`src/rtl/can_filter_pkg.sv`:
```
/*
  Shared constants and types for the CAN acceptance filter block.
  Assumes a single 100 MHz clock and an asynchronous active-high reset.
*/
package can_filter_pkg;

  localparam int unsigned NUM_MASKS   = 2;
  localparam int unsigned NUM_FILTERS = 6;
  localparam int unsigned ID_W        = 32;
  localparam int unsigned SEL_W       = 3;
  localparam int unsigned LEN_W       = 4;
  localparam int unsigned DATA_W      = 64;
  localparam int unsigned CNT_W       = 8;

  // Filters with index below this use the first mask
  localparam logic [SEL_W-1:0] FIRST_MASK_LIMIT = 3'h2;
  localparam logic [SEL_W-1:0] LAST_FILTER      = 3'h5;

  // Short identifiers sit in mask bits 18..28
  localparam int unsigned SHORT_ID_BITS = 11;
  localparam int unsigned SHORT_MASK_LO = 18;
  localparam logic [ID_W-1:0] SHORT_ID_MASK  = 32'h0000_07FF;
  localparam logic [ID_W-1:0] LONG_ID_MASK   = 32'h1FFF_FFFF;
  localparam logic [ID_W-1:0] MASK_RST       = 32'h0000_0000;
  localparam logic [ID_W-1:0] FILTER_RST     = 32'h0000_0000;
  localparam logic [LEN_W-1:0] MAX_LEN       = 4'h8;
  localparam logic [CNT_W-1:0] CNT_ZERO      = 8'h00;
  localparam logic [CNT_W-1:0] CNT_ONE       = 8'h01;

  typedef enum logic {
    short_identifier_kind,
    long_identifier_kind
  } id_kind_e;

endpackage : can_filter_pkg

```
`src/rtl/can_acceptance_filter.sv`:
```
/*
  CAN acceptance filtering plus send and receive sequencing.
  Assumes a link engine outside that sends frames and reports received
  ones, and a host that reaches mask, filter and frame ports directly.
*/
module can_acceptance_filter
  import can_filter_pkg::*;
(
  input  wire logic                 clock,          // 100 MHz clock
  input  wire logic                 sys_rst,        // Async reset, high
  // Mask access
  input  wire logic                 mask_wr,        // Write selected mask
  input  wire logic                 mask_selector,  // 0 first, 1 second
  input  wire logic [ID_W-1:0]      mask_wdata,     // Mask pattern in
  output logic      [ID_W-1:0]      mask_rdata,     // Selected mask out
  // Filter access
  input  wire logic                 filter_wr,      // Write selected filter
  input  wire logic [SEL_W-1:0]     filter_selector, // Filter 0..5
  input  wire id_kind_e             filter_id_kind, // Kind on write
  input  wire logic [ID_W-1:0]      filter_wdata,   // Filter pattern in
  output logic      [ID_W-1:0]      filter_rdata,   // Selected filter out
  output id_kind_e                  filter_rkind,   // Selected filter kind
  output logic                      filter_err,     // Last write bad index
  // Mode
  input  wire logic                 full_mode,      // Accept every frame
  // Transmit batch from host
  input  wire logic                 tx_start,       // Begin a batch
  input  wire logic [CNT_W-1:0]     tx_count,       // Frames in batch
  input  wire logic                 tx_in_valid,    // Next frame offered
  output logic                      tx_in_ready,    // Frame taken
  input  wire logic [ID_W-1:0]      tx_in_id,       // Frame identifier
  input  wire id_kind_e             tx_in_kind,     // Frame id kind
  input  wire logic [LEN_W-1:0]     tx_in_len,      // Valid byte count
  input  wire logic [DATA_W-1:0]    tx_in_data,     // Payload bytes
  // Transmit to link engine
  output logic                      tx_valid,       // Frame for link
  input  wire logic                 tx_ready,       // Link took frame
  input  wire logic                 tx_fail,        // Link send failed
  output logic      [ID_W-1:0]      tx_id,          // Link frame id
  output id_kind_e                  tx_kind,        // Link frame kind
  output logic      [LEN_W-1:0]     tx_len,         // Link frame length
  output logic      [DATA_W-1:0]    tx_data,        // Link frame payload
  output logic                      tx_busy,        // Batch in progress
  output logic                      tx_done,        // Batch end pulse
  output logic                      tx_ok,          // Last batch all sent
  // Receive from link engine
  input  wire logic                 rx_valid,       // Frame received
  input  wire logic [ID_W-1:0]      rx_id,          // Received id
  input  wire id_kind_e             rx_kind,        // Received id kind
  input  wire logic [LEN_W-1:0]     rx_len,         // Received length
  input  wire logic [DATA_W-1:0]    rx_data,        // Received payload
  // Receive delivery to host
  input  wire logic                 rx_start,       // Begin a request
  input  wire logic [CNT_W-1:0]     rx_count,       // Frames wanted
  output logic                      out_valid,      // Accepted frame out
  output logic      [CNT_W-1:0]     out_slot,       // Slot of this frame
  output logic      [ID_W-1:0]      out_id,         // Accepted id
  output id_kind_e                  out_kind,       // Accepted kind
  output logic      [LEN_W-1:0]     out_len,        // Accepted length
  output logic      [DATA_W-1:0]    out_data,       // Accepted payload
  output logic                      rx_busy,        // Request in progress
  output logic                      rx_done         // Request end pulse
);

  // ------------------------------------------------------------
  // Mask and filter storage
  // ------------------------------------------------------------
  logic [ID_W-1:0] mask_ff     [NUM_MASKS];
  logic [ID_W-1:0] nxt_mask    [NUM_MASKS];
  logic [ID_W-1:0] filter_ff   [NUM_FILTERS];
  logic [ID_W-1:0] nxt_filter  [NUM_FILTERS];
  id_kind_e        kind_ff     [NUM_FILTERS];
  id_kind_e        nxt_kind    [NUM_FILTERS];
  logic            ferr_ff;
  logic            nxt_ferr;
  logic            bad_sel;
  logic [NUM_FILTERS-1:0] hit;

  assign bad_sel = filter_selector > LAST_FILTER;

  always_comb begin
    nxt_mask   = mask_ff;
    nxt_filter = filter_ff;
    nxt_kind   = kind_ff;
    nxt_ferr   = ferr_ff;
    if (mask_wr) begin
      nxt_mask[mask_selector] = mask_wdata;
    end
    if (filter_wr) begin
      nxt_ferr = bad_sel;
      if (!bad_sel) begin
        nxt_kind[filter_selector] = filter_id_kind;
        // Clip value to the width its kind allows
        nxt_filter[filter_selector] =
          (filter_id_kind == short_identifier_kind) ?
          (filter_wdata & SHORT_ID_MASK) :
          (filter_wdata & LONG_ID_MASK);
      end
    end
  end

  always_ff @(posedge clock or posedge sys_rst) begin
    if (sys_rst) begin
      for (int i = 0; i < NUM_MASKS; i++) begin
        mask_ff[i] <= MASK_RST;
      end
      for (int i = 0; i < NUM_FILTERS; i++) begin
        filter_ff[i] <= FILTER_RST;
        kind_ff[i]   <= short_identifier_kind;
      end
      ferr_ff <= 1'b0;
    end else begin
      mask_ff   <= nxt_mask;
      filter_ff <= nxt_filter;
      kind_ff   <= nxt_kind;
      ferr_ff   <= nxt_ferr;
    end
  end

  assign mask_rdata   = mask_ff[mask_selector];
  assign filter_rdata = bad_sel ? '0 : filter_ff[filter_selector];
  assign filter_rkind = bad_sel ? short_identifier_kind
                                : kind_ff[filter_selector];
  assign filter_err   = ferr_ff;

  // ------------------------------------------------------------
  // Acceptance
  // ------------------------------------------------------------
  genvar g;
  generate
    for (g = 0; g < NUM_FILTERS; g++) begin : g_match
      id_match u_match (
        .mask_bits   (mask_ff[(g < FIRST_MASK_LIMIT) ? 0 : 1]),
        .filter_bits (filter_ff[g]),
        .filter_kind (kind_ff[g]),
        .rx_id       (rx_id),
        .rx_kind     (rx_kind),
        .hit         (hit[g])
      );
    end
  endgenerate

  logic accept;
  // Full mode is a plain port; the system holds it low out of reset
  assign accept = rx_valid && (full_mode || (|hit));

  // ------------------------------------------------------------
  // Receive sequencing
  // ------------------------------------------------------------
  logic [CNT_W-1:0] rx_left_ff, nxt_rx_left;
  logic [CNT_W-1:0] slot_ff, nxt_slot;
  logic             oval_ff, nxt_oval;
  logic             rdone_ff, nxt_rdone;
  logic [ID_W-1:0]  oid_ff, nxt_oid;
  id_kind_e         okind_ff, nxt_okind;
  logic [LEN_W-1:0] olen_ff, nxt_olen;
  logic [DATA_W-1:0] odata_ff, nxt_odata;

  always_comb begin
    nxt_rx_left = rx_left_ff;
    nxt_slot    = slot_ff;
    nxt_oval    = 1'b0;
    nxt_rdone   = 1'b0;
    nxt_oid     = oid_ff;
    nxt_okind   = okind_ff;
    nxt_olen    = olen_ff;
    nxt_odata   = odata_ff;
    if (rx_start && rx_left_ff == CNT_ZERO) begin
      nxt_rx_left = rx_count;
      nxt_slot    = CNT_ZERO;
      nxt_rdone   = (rx_count == CNT_ZERO);
    end else if (rx_left_ff != CNT_ZERO && accept) begin
      // Frames outside a request are dropped; no buffering here
      nxt_oval    = 1'b1;
      nxt_oid     = (rx_kind == short_identifier_kind) ?
                    (rx_id & SHORT_ID_MASK) : (rx_id & LONG_ID_MASK);
      nxt_okind   = rx_kind;
      nxt_olen    = (rx_len > MAX_LEN) ? MAX_LEN : rx_len;
      nxt_odata   = rx_data;
      nxt_slot    = slot_ff + CNT_ONE;
      nxt_rx_left = rx_left_ff - CNT_ONE;
      nxt_rdone   = (rx_left_ff == CNT_ONE);
    end
  end

  always_ff @(posedge clock or posedge sys_rst) begin
    if (sys_rst) begin
      rx_left_ff <= CNT_ZERO;
      slot_ff    <= CNT_ZERO;
      oval_ff    <= 1'b0;
      rdone_ff   <= 1'b0;
      oid_ff     <= '0;
      okind_ff   <= short_identifier_kind;
      olen_ff    <= '0;
      odata_ff   <= '0;
    end else begin
      rx_left_ff <= nxt_rx_left;
      slot_ff    <= nxt_slot;
      oval_ff    <= nxt_oval;
      rdone_ff   <= nxt_rdone;
      oid_ff     <= nxt_oid;
      okind_ff   <= nxt_okind;
      olen_ff    <= nxt_olen;
      odata_ff   <= nxt_odata;
    end
  end

  assign out_valid = oval_ff;
  assign out_slot  = slot_ff - CNT_ONE;
  assign out_id    = oid_ff;
  assign out_kind  = okind_ff;
  assign out_len   = olen_ff;
  assign out_data  = odata_ff;
  assign rx_busy   = rx_left_ff != CNT_ZERO;
  assign rx_done   = rdone_ff;

  // ------------------------------------------------------------
  // Transmit sequencing
  // ------------------------------------------------------------
  typedef enum logic [1:0] {TX_IDLE, TX_LOAD, TX_SEND} tx_state_e;
  tx_state_e        tx_st_ff, nxt_tx_st;
  logic [CNT_W-1:0] tx_left_ff, nxt_tx_left;
  logic             tx_okf_ff, nxt_tx_okf;
  logic             tdone_ff, nxt_tdone;
  logic [ID_W-1:0]  tid_ff, nxt_tid;
  id_kind_e         tkind_ff, nxt_tkind;
  logic [LEN_W-1:0] tlen_ff, nxt_tlen;
  logic [DATA_W-1:0] tdata_ff, nxt_tdata;

  always_comb begin
    nxt_tx_st   = tx_st_ff;
    nxt_tx_left = tx_left_ff;
    nxt_tx_okf  = tx_okf_ff;
    nxt_tdone   = 1'b0;
    nxt_tid     = tid_ff;
    nxt_tkind   = tkind_ff;
    nxt_tlen    = tlen_ff;
    nxt_tdata   = tdata_ff;
    case (tx_st_ff)
      TX_IDLE: begin
        if (tx_start) begin
          nxt_tx_left = tx_count;
          nxt_tx_okf  = 1'b1;
          if (tx_count == CNT_ZERO) begin
            nxt_tdone = 1'b1;
          end else begin
            nxt_tx_st = TX_LOAD;
          end
        end
      end
      TX_LOAD: begin
        if (tx_in_valid) begin
          nxt_tid   = (tx_in_kind == short_identifier_kind) ?
                      (tx_in_id & SHORT_ID_MASK) :
                      (tx_in_id & LONG_ID_MASK);
          nxt_tkind = tx_in_kind;
          nxt_tlen  = (tx_in_len > MAX_LEN) ? MAX_LEN : tx_in_len;
          nxt_tdata = tx_in_data;
          nxt_tx_st = TX_SEND;
        end
      end
      TX_SEND: begin
        if (tx_ready || tx_fail) begin
          // One failure spoils the batch result; sending goes on
          nxt_tx_okf  = tx_okf_ff && !tx_fail;
          nxt_tx_left = tx_left_ff - CNT_ONE;
          if (tx_left_ff == CNT_ONE) begin
            nxt_tdone = 1'b1;
            nxt_tx_st = TX_IDLE;
          end else begin
            nxt_tx_st = TX_LOAD;
          end
        end
      end
      default: nxt_tx_st = TX_IDLE;
    endcase
  end

  always_ff @(posedge clock or posedge sys_rst) begin
    if (sys_rst) begin
      tx_st_ff   <= TX_IDLE;
      tx_left_ff <= CNT_ZERO;
      tx_okf_ff  <= 1'b0;
      tdone_ff   <= 1'b0;
      tid_ff     <= '0;
      tkind_ff   <= short_identifier_kind;
      tlen_ff    <= '0;
      tdata_ff   <= '0;
    end else begin
      tx_st_ff   <= nxt_tx_st;
      tx_left_ff <= nxt_tx_left;
      tx_okf_ff  <= nxt_tx_okf;
      tdone_ff   <= nxt_tdone;
      tid_ff     <= nxt_tid;
      tkind_ff   <= nxt_tkind;
      tlen_ff    <= nxt_tlen;
      tdata_ff   <= nxt_tdata;
    end
  end

  assign tx_in_ready = tx_st_ff == TX_LOAD;
  assign tx_valid    = tx_st_ff == TX_SEND;
  assign tx_id       = tid_ff;
  assign tx_kind     = tkind_ff;
  assign tx_len      = tlen_ff;
  assign tx_data     = tdata_ff;
  assign tx_busy     = tx_st_ff != TX_IDLE;
  assign tx_done     = tdone_ff;
  assign tx_ok       = tx_okf_ff;

endmodule : can_acceptance_filter

```
`src/rtl/id_match.sv`:
```
/*
  One filter/mask comparison for a received identifier.
  Assumes the caller has already picked the mask that pairs with this filter.
*/
module id_match
  import can_filter_pkg::*;
(
  input  wire logic [ID_W-1:0] mask_bits,    // Selected mask pattern
  input  wire logic [ID_W-1:0] filter_bits,  // Filter pattern
  input  wire id_kind_e        filter_kind,  // Filter identifier kind
  input  wire logic [ID_W-1:0] rx_id,        // Received identifier
  input  wire id_kind_e        rx_kind,      // Received identifier kind
  output logic                 hit           // All checked bits pass
);
  logic [ID_W-1:0] eff_mask;
  logic [ID_W-1:0] id_cmp;
  logic [ID_W-1:0] flt_cmp;

  always_comb begin
    if (filter_kind == short_identifier_kind) begin
      // Mask bits 18..28 steer the 11 identifier bits
      eff_mask = (mask_bits >> SHORT_MASK_LO) & SHORT_ID_MASK;
      id_cmp   = rx_id & SHORT_ID_MASK;
      flt_cmp  = filter_bits & SHORT_ID_MASK;
    end else begin
      eff_mask = mask_bits & LONG_ID_MASK;
      id_cmp   = rx_id & LONG_ID_MASK;
      flt_cmp  = filter_bits & LONG_ID_MASK;
    end
    // Mask 0 passes a bit, mask 1 demands equality
    hit = (rx_kind == filter_kind) &&
          (((id_cmp ^ flt_cmp) & eff_mask) == '0);
  end
endmodule : id_match

```
`config.mk`:
```
export PLATFORM = sky130hd
export DESIGN_NAME = can_acceptance_filter
export DESIGN_NICKNAME = d
export VERILOG_FILES = /design/src/rtl/can_filter_pkg.sv /design/src/rtl/can_acceptance_filter.sv /design/src/rtl/id_match.sv
export SDC_FILE = /design/constraint.sdc
export NUM_CORES = 1
export LEC_CHECK = 0
export BUFFER_PORTS_ARGS = -buffer_cell sky130_fd_sc_hd__buf_2
export CAP_MARGIN = 20
export CORE_AREA = 4 4 221 223
export CTS_BUF_LIST = sky130_fd_sc_hd__clkbuf_4
export DETAILED_ROUTE_END_ITERATION = 10
export DIE_AREA = 0 0 225 227
export PLACE_DENSITY = 0.78
export REMOVE_ABC_BUFFERS = 1
export SETUP_SLACK_MARGIN = 0.3
export SLEW_MARGIN = 10
export SYNTH_ARGS = -nofsm -noshare
export SYNTH_HDL_FRONTEND = slang
export SYNTH_HIERARCHICAL = 1
export SYNTH_SLANG_ARGS = --single-unit
```
`constraint.sdc`:
```
create_clock -name clock -period 38.9 [get_ports clock]
set_input_delay 1.945 -clock clock [delete_from_list [all_inputs] [get_ports clock]]
set_output_delay 1.945 -clock clock [all_outputs]
set_load 0.01 [all_outputs]
```
==> results.sh <==
export IMPL_synth_edf_count=0
export IMPL_cp_end_kind="output pin"
export IMPL_finalClockSkew_ps=68.32
export IMPL_fin_cells=3274
export IMPL_htreeDepth=4
export IMPL_path_class="in2out"
export IMPL_core_um2=46560
export IMPL_slew_headroom_pct=24.57
export IMPL_drt_antenna_violating_nets=0
export IMPL_synth_cell_type_count=66
export IMPL_drv_cap=0
export IMPL_syn_to_final_growth_pct=21.04
export IMPL_place_area_um2=26560
export IMPL_crit_arrival_ps=4250
export IMPL_syn_avg_cell_area_um2=11.97
export IMPL_wire_per_inst_um=23.97
export IMPL_fin_hold_ws_ps=480.2
export IMPL_cts_buffer_depth=3
export IMPL_hp_class="reg2reg"
export IMPL_path_cells="buf_4, buf_4, mux4_2, inv_1, o22ai_1, buf_2"
export IMPL_postRouteWirelength_mm=78.47
export IMPL_synth_area_top_cells="dfrtp_1 50%, mux2_2 14%, xor2_1 4.2%"
export IMPL_clock_latency_ps=1000
export IMPL_ys_ff_latch=471
export IMPL_min_to="tx_id[16]"
export IMPL_async_flop_share_pct=100.0
export IMPL_ys_warn_count=6
export IMPL_initial_core_util_pct=50.35
export IMPL_vdd_drop_max_v=0.00004926
export IMPL_num_fill_cells=3732
export IMPL_postCtsSetupRepairBufs=0
export IMPL_routed_via_density=5.727
export IMPL_antenna_found_initial=26
export IMPL_p_sw_mw=0.6401
export IMPL_path_clk_slew_ps=60
export IMPL_final_area_um2=28370
export IMPL_track_usage_pct=30.24
export IMPL_worst_slack_ps=32710
export IMPL_p_comb_share_pct=31.8
export IMPL_drt_iter0_drc=1211
export IMPL_swShare_pct=35.65
export IMPL_finalCritPeriodShare_pct=15.91
export IMPL_p_int_mw=1.155
export IMPL_overflow=0
export IMPL_vias=18750
export IMPL_clock_fmax_mhz=161.5
export IMPL_clkPwrFrac_pct=26.1
export IMPL_totalPowerFinal_mw=1.796
export IMPL_tns_ps=0
export IMPL_seq_power_share_pct=42.2
export IMPL_grt_pass1_vias=19520
export IMPL_reg2reg_depth=9
export IMPL_p_leak_nw=13.47
export IMPL_synth_flop_cell="dfrtp_1"
export IMPL_worst_slew_pin_slew_ps=1132
export IMPL_status="completed"
export IMPL_worstPathMaxFanout=37
export IMPL_grt_pass1_wl_mm=116.8
export IMPL_cpPeakStageDelay_ps=630
export IMPL_root_buffer="clkbuf_4"
export IMPL_startpoint_type="input pin"
export IMPL_drtPass1Iterations=8
export IMPL_die_h_um=227
export IMPL_ys_seq_area_share_pct=50.28
export IMPL_cts_inserted_buffers=132
export IMPL_synth_cells=1958
export IMPL_rsz0062_at_grt="false"
export IMPL_gp_congestion=0.9309
export IMPL_yosysTopAreaCellShare_pct=50.28
export IMPL_min_from="tx_id[16]"
export IMPL_die_area_um2=51080
export IMPL_cp_required_ps=36950
export IMPL_setup_viol=0
export IMPL_fin_nets=2868
export IMPL_powerDensity_nw_per_um2=63.28
export IMPL_dp_hpwl_mm=56.02
export IMPL_r2r_slack_ps=33470
export IMPL_pre_cts_ws_ps=31740
export IMPL_numPortBuffers=563
export IMPL_ctsResizeCount=0
export IMPL_grt_max_degree=111
export IMPL_io_pins=582
export IMPL_r2r_end="out_data[42]"
export IMPL_drive_gt1_share_pct=43.99
export IMPL_hold_depth=2
export IMPL_final_core_util_pct=60.94
export IMPL_timing_rr_start="kind_ff[5]"
export IMPL_cts_tree="done"
export IMPL_placedCellCount=3033
export IMPL_drc=0
export IMPL_yosys_area_top_type="dfrtp_1"
export IMPL_fin_crit_ps=6190
export IMPL_hold_viol=0
export IMPL_die_w_um=225
export IMPL_slowest_stage="buf_4"
export IMPL_drv_slew=0
export IMPL_crit_top_cell="buf_4"
export IMPL_cts_hold_buf=0
export IMPL_rows=79
export IMPL_syn_area_um2=23440
export IMPL_cts_sinks=471
==> registers in the layout (all words and copies together) (netlist names) <==
name	cells
out_kind	1
tx_left_ff	8
out_valid	1
tx_kind	1
tx_st_ff	2
filter_err	1
tx_done	1
tx_ok	1
rx_left_ff	8
rx_done	1
out_id	29
tx_data	64
slot_ff	8
kind_ff	6
filter_ff	174
mask_ff	64
out_len	4
out_data	64
tx_id	29
tx_len	4
==> logic make-up after synthesis <==
| group | Yosys count | synth area share (%) |
|---|---|---|
| and+or+nand+nor | 319 | 6.032 |
| other | 1 | 0.01600 |
| buffers and inverters | 171 | 3.688 |
| xor gates and xnor gates | 179 | 7.168 |
| adders and majority gates | 7 | 0.3736 |
| muxes | 448 | 22.93 |
| AOI/OAI and AO/OA | 362 | 9.512 |
| DFF | 471 | 50.28 |
==> power groups by stage <==
stage          Combinational [mW]  Sequential, mW  Clock (mW)
4_1_cts                     0.571           0.754       0.480
2_1_floorplan               0.304           0.772           0
3_3_place_gp                0.556           0.748           0
6_report                    0.571           0.757       0.468
3_5_place_dp                0.569           0.759           0
5_1_grt                     0.620           0.775       0.507
==> cells in the mapped netlist, types with 3 or more instances <==
cell type	instances
a22oi_1	43
buf_2	12
a21oi_1	26
nor2_1	21
mux2_2	292
a211oi_1	3
buf_4	9
buf_12	6
clkbuf_1	80
nand2b_1	10
nand2_1	214
ha_1	7
nor3_1	9
buf_6	10
a2111oi_2	6
a222oi_1	6
buf_1	6
mux4_2	30
o21ai_0	181
o31ai_1	4
xor2_1	112
inv_1	45
nor2b_1	6
o22ai_1	62
nor4_1	5
mux2i_1	96
nand4_1	12
and4_1	3
xnor2_4	6
nand3_1	18
dfrtp_1	471
or4_1	11
o32a_2	6
mux2_4	30
xnor2_1	61
==> worst max-delay path by stage <==
stage                  startpoint                to  slack [ps]  depth (start not counted)
3_5_place_dp            rx_id[23]      out_data[42]       31740                         11
3_3_place_gp            rx_id[23]         out_id[0]       31870                         11
5_1_grt        filter_selector[0]  filter_rdata[19]       32610                          6
2_1_floorplan             sys_rst        filter_err       23820                          1
4_1_cts        filter_selector[0]   filter_rdata[7]       32710                          6
6_report       filter_selector[0]  filter_rdata[19]       32710                          6
==> layer usage <==
metal  track usage, %  vias up  wire (um)
li1                 -     8307          -
met2            49.70      914      38210
met3            10.59      252       7447
met1            36.01     9268      29250
met4            14.05       10       3498
met5                0        -         66
==> critical path, delay by kind of cell <==
kind / cells / cell delay, ps
buffers and inverters: 4 / 1510
AOI/OAI and AO/OA: 1 / 140
muxes: 1 / 580
==> layout by cell type (no fill, tap or decap), types with 30 or more instances in the layout <==
cell,instances
mux2_4,30
xnor2_1,61
mux2i_1,96
clkbuf_4,180
xor2_1,112
inv_1,44
dfrtp_1,471
mux2_2,292
o21ai_0,181
o22ai_1,62
mux4_2,30
a22oi_1,43
buf_2,562
nand2_1,213
==> cell type report <==
type	count	area, um^2	share of cell area (%)
tap	607	759.5	2.677
timing repair buffer	587	3060	10.79
sequential	471	11790	41.54
antenna	14	35.03	0.1235
clock inverter	44	344.1	1.213
inverter	47	186.4	0.6571
clock buffer	180	1351	4.763
multi-input combinational	1324	10850	38.24
No activity file was read; power rests on OpenSTA's default activity.
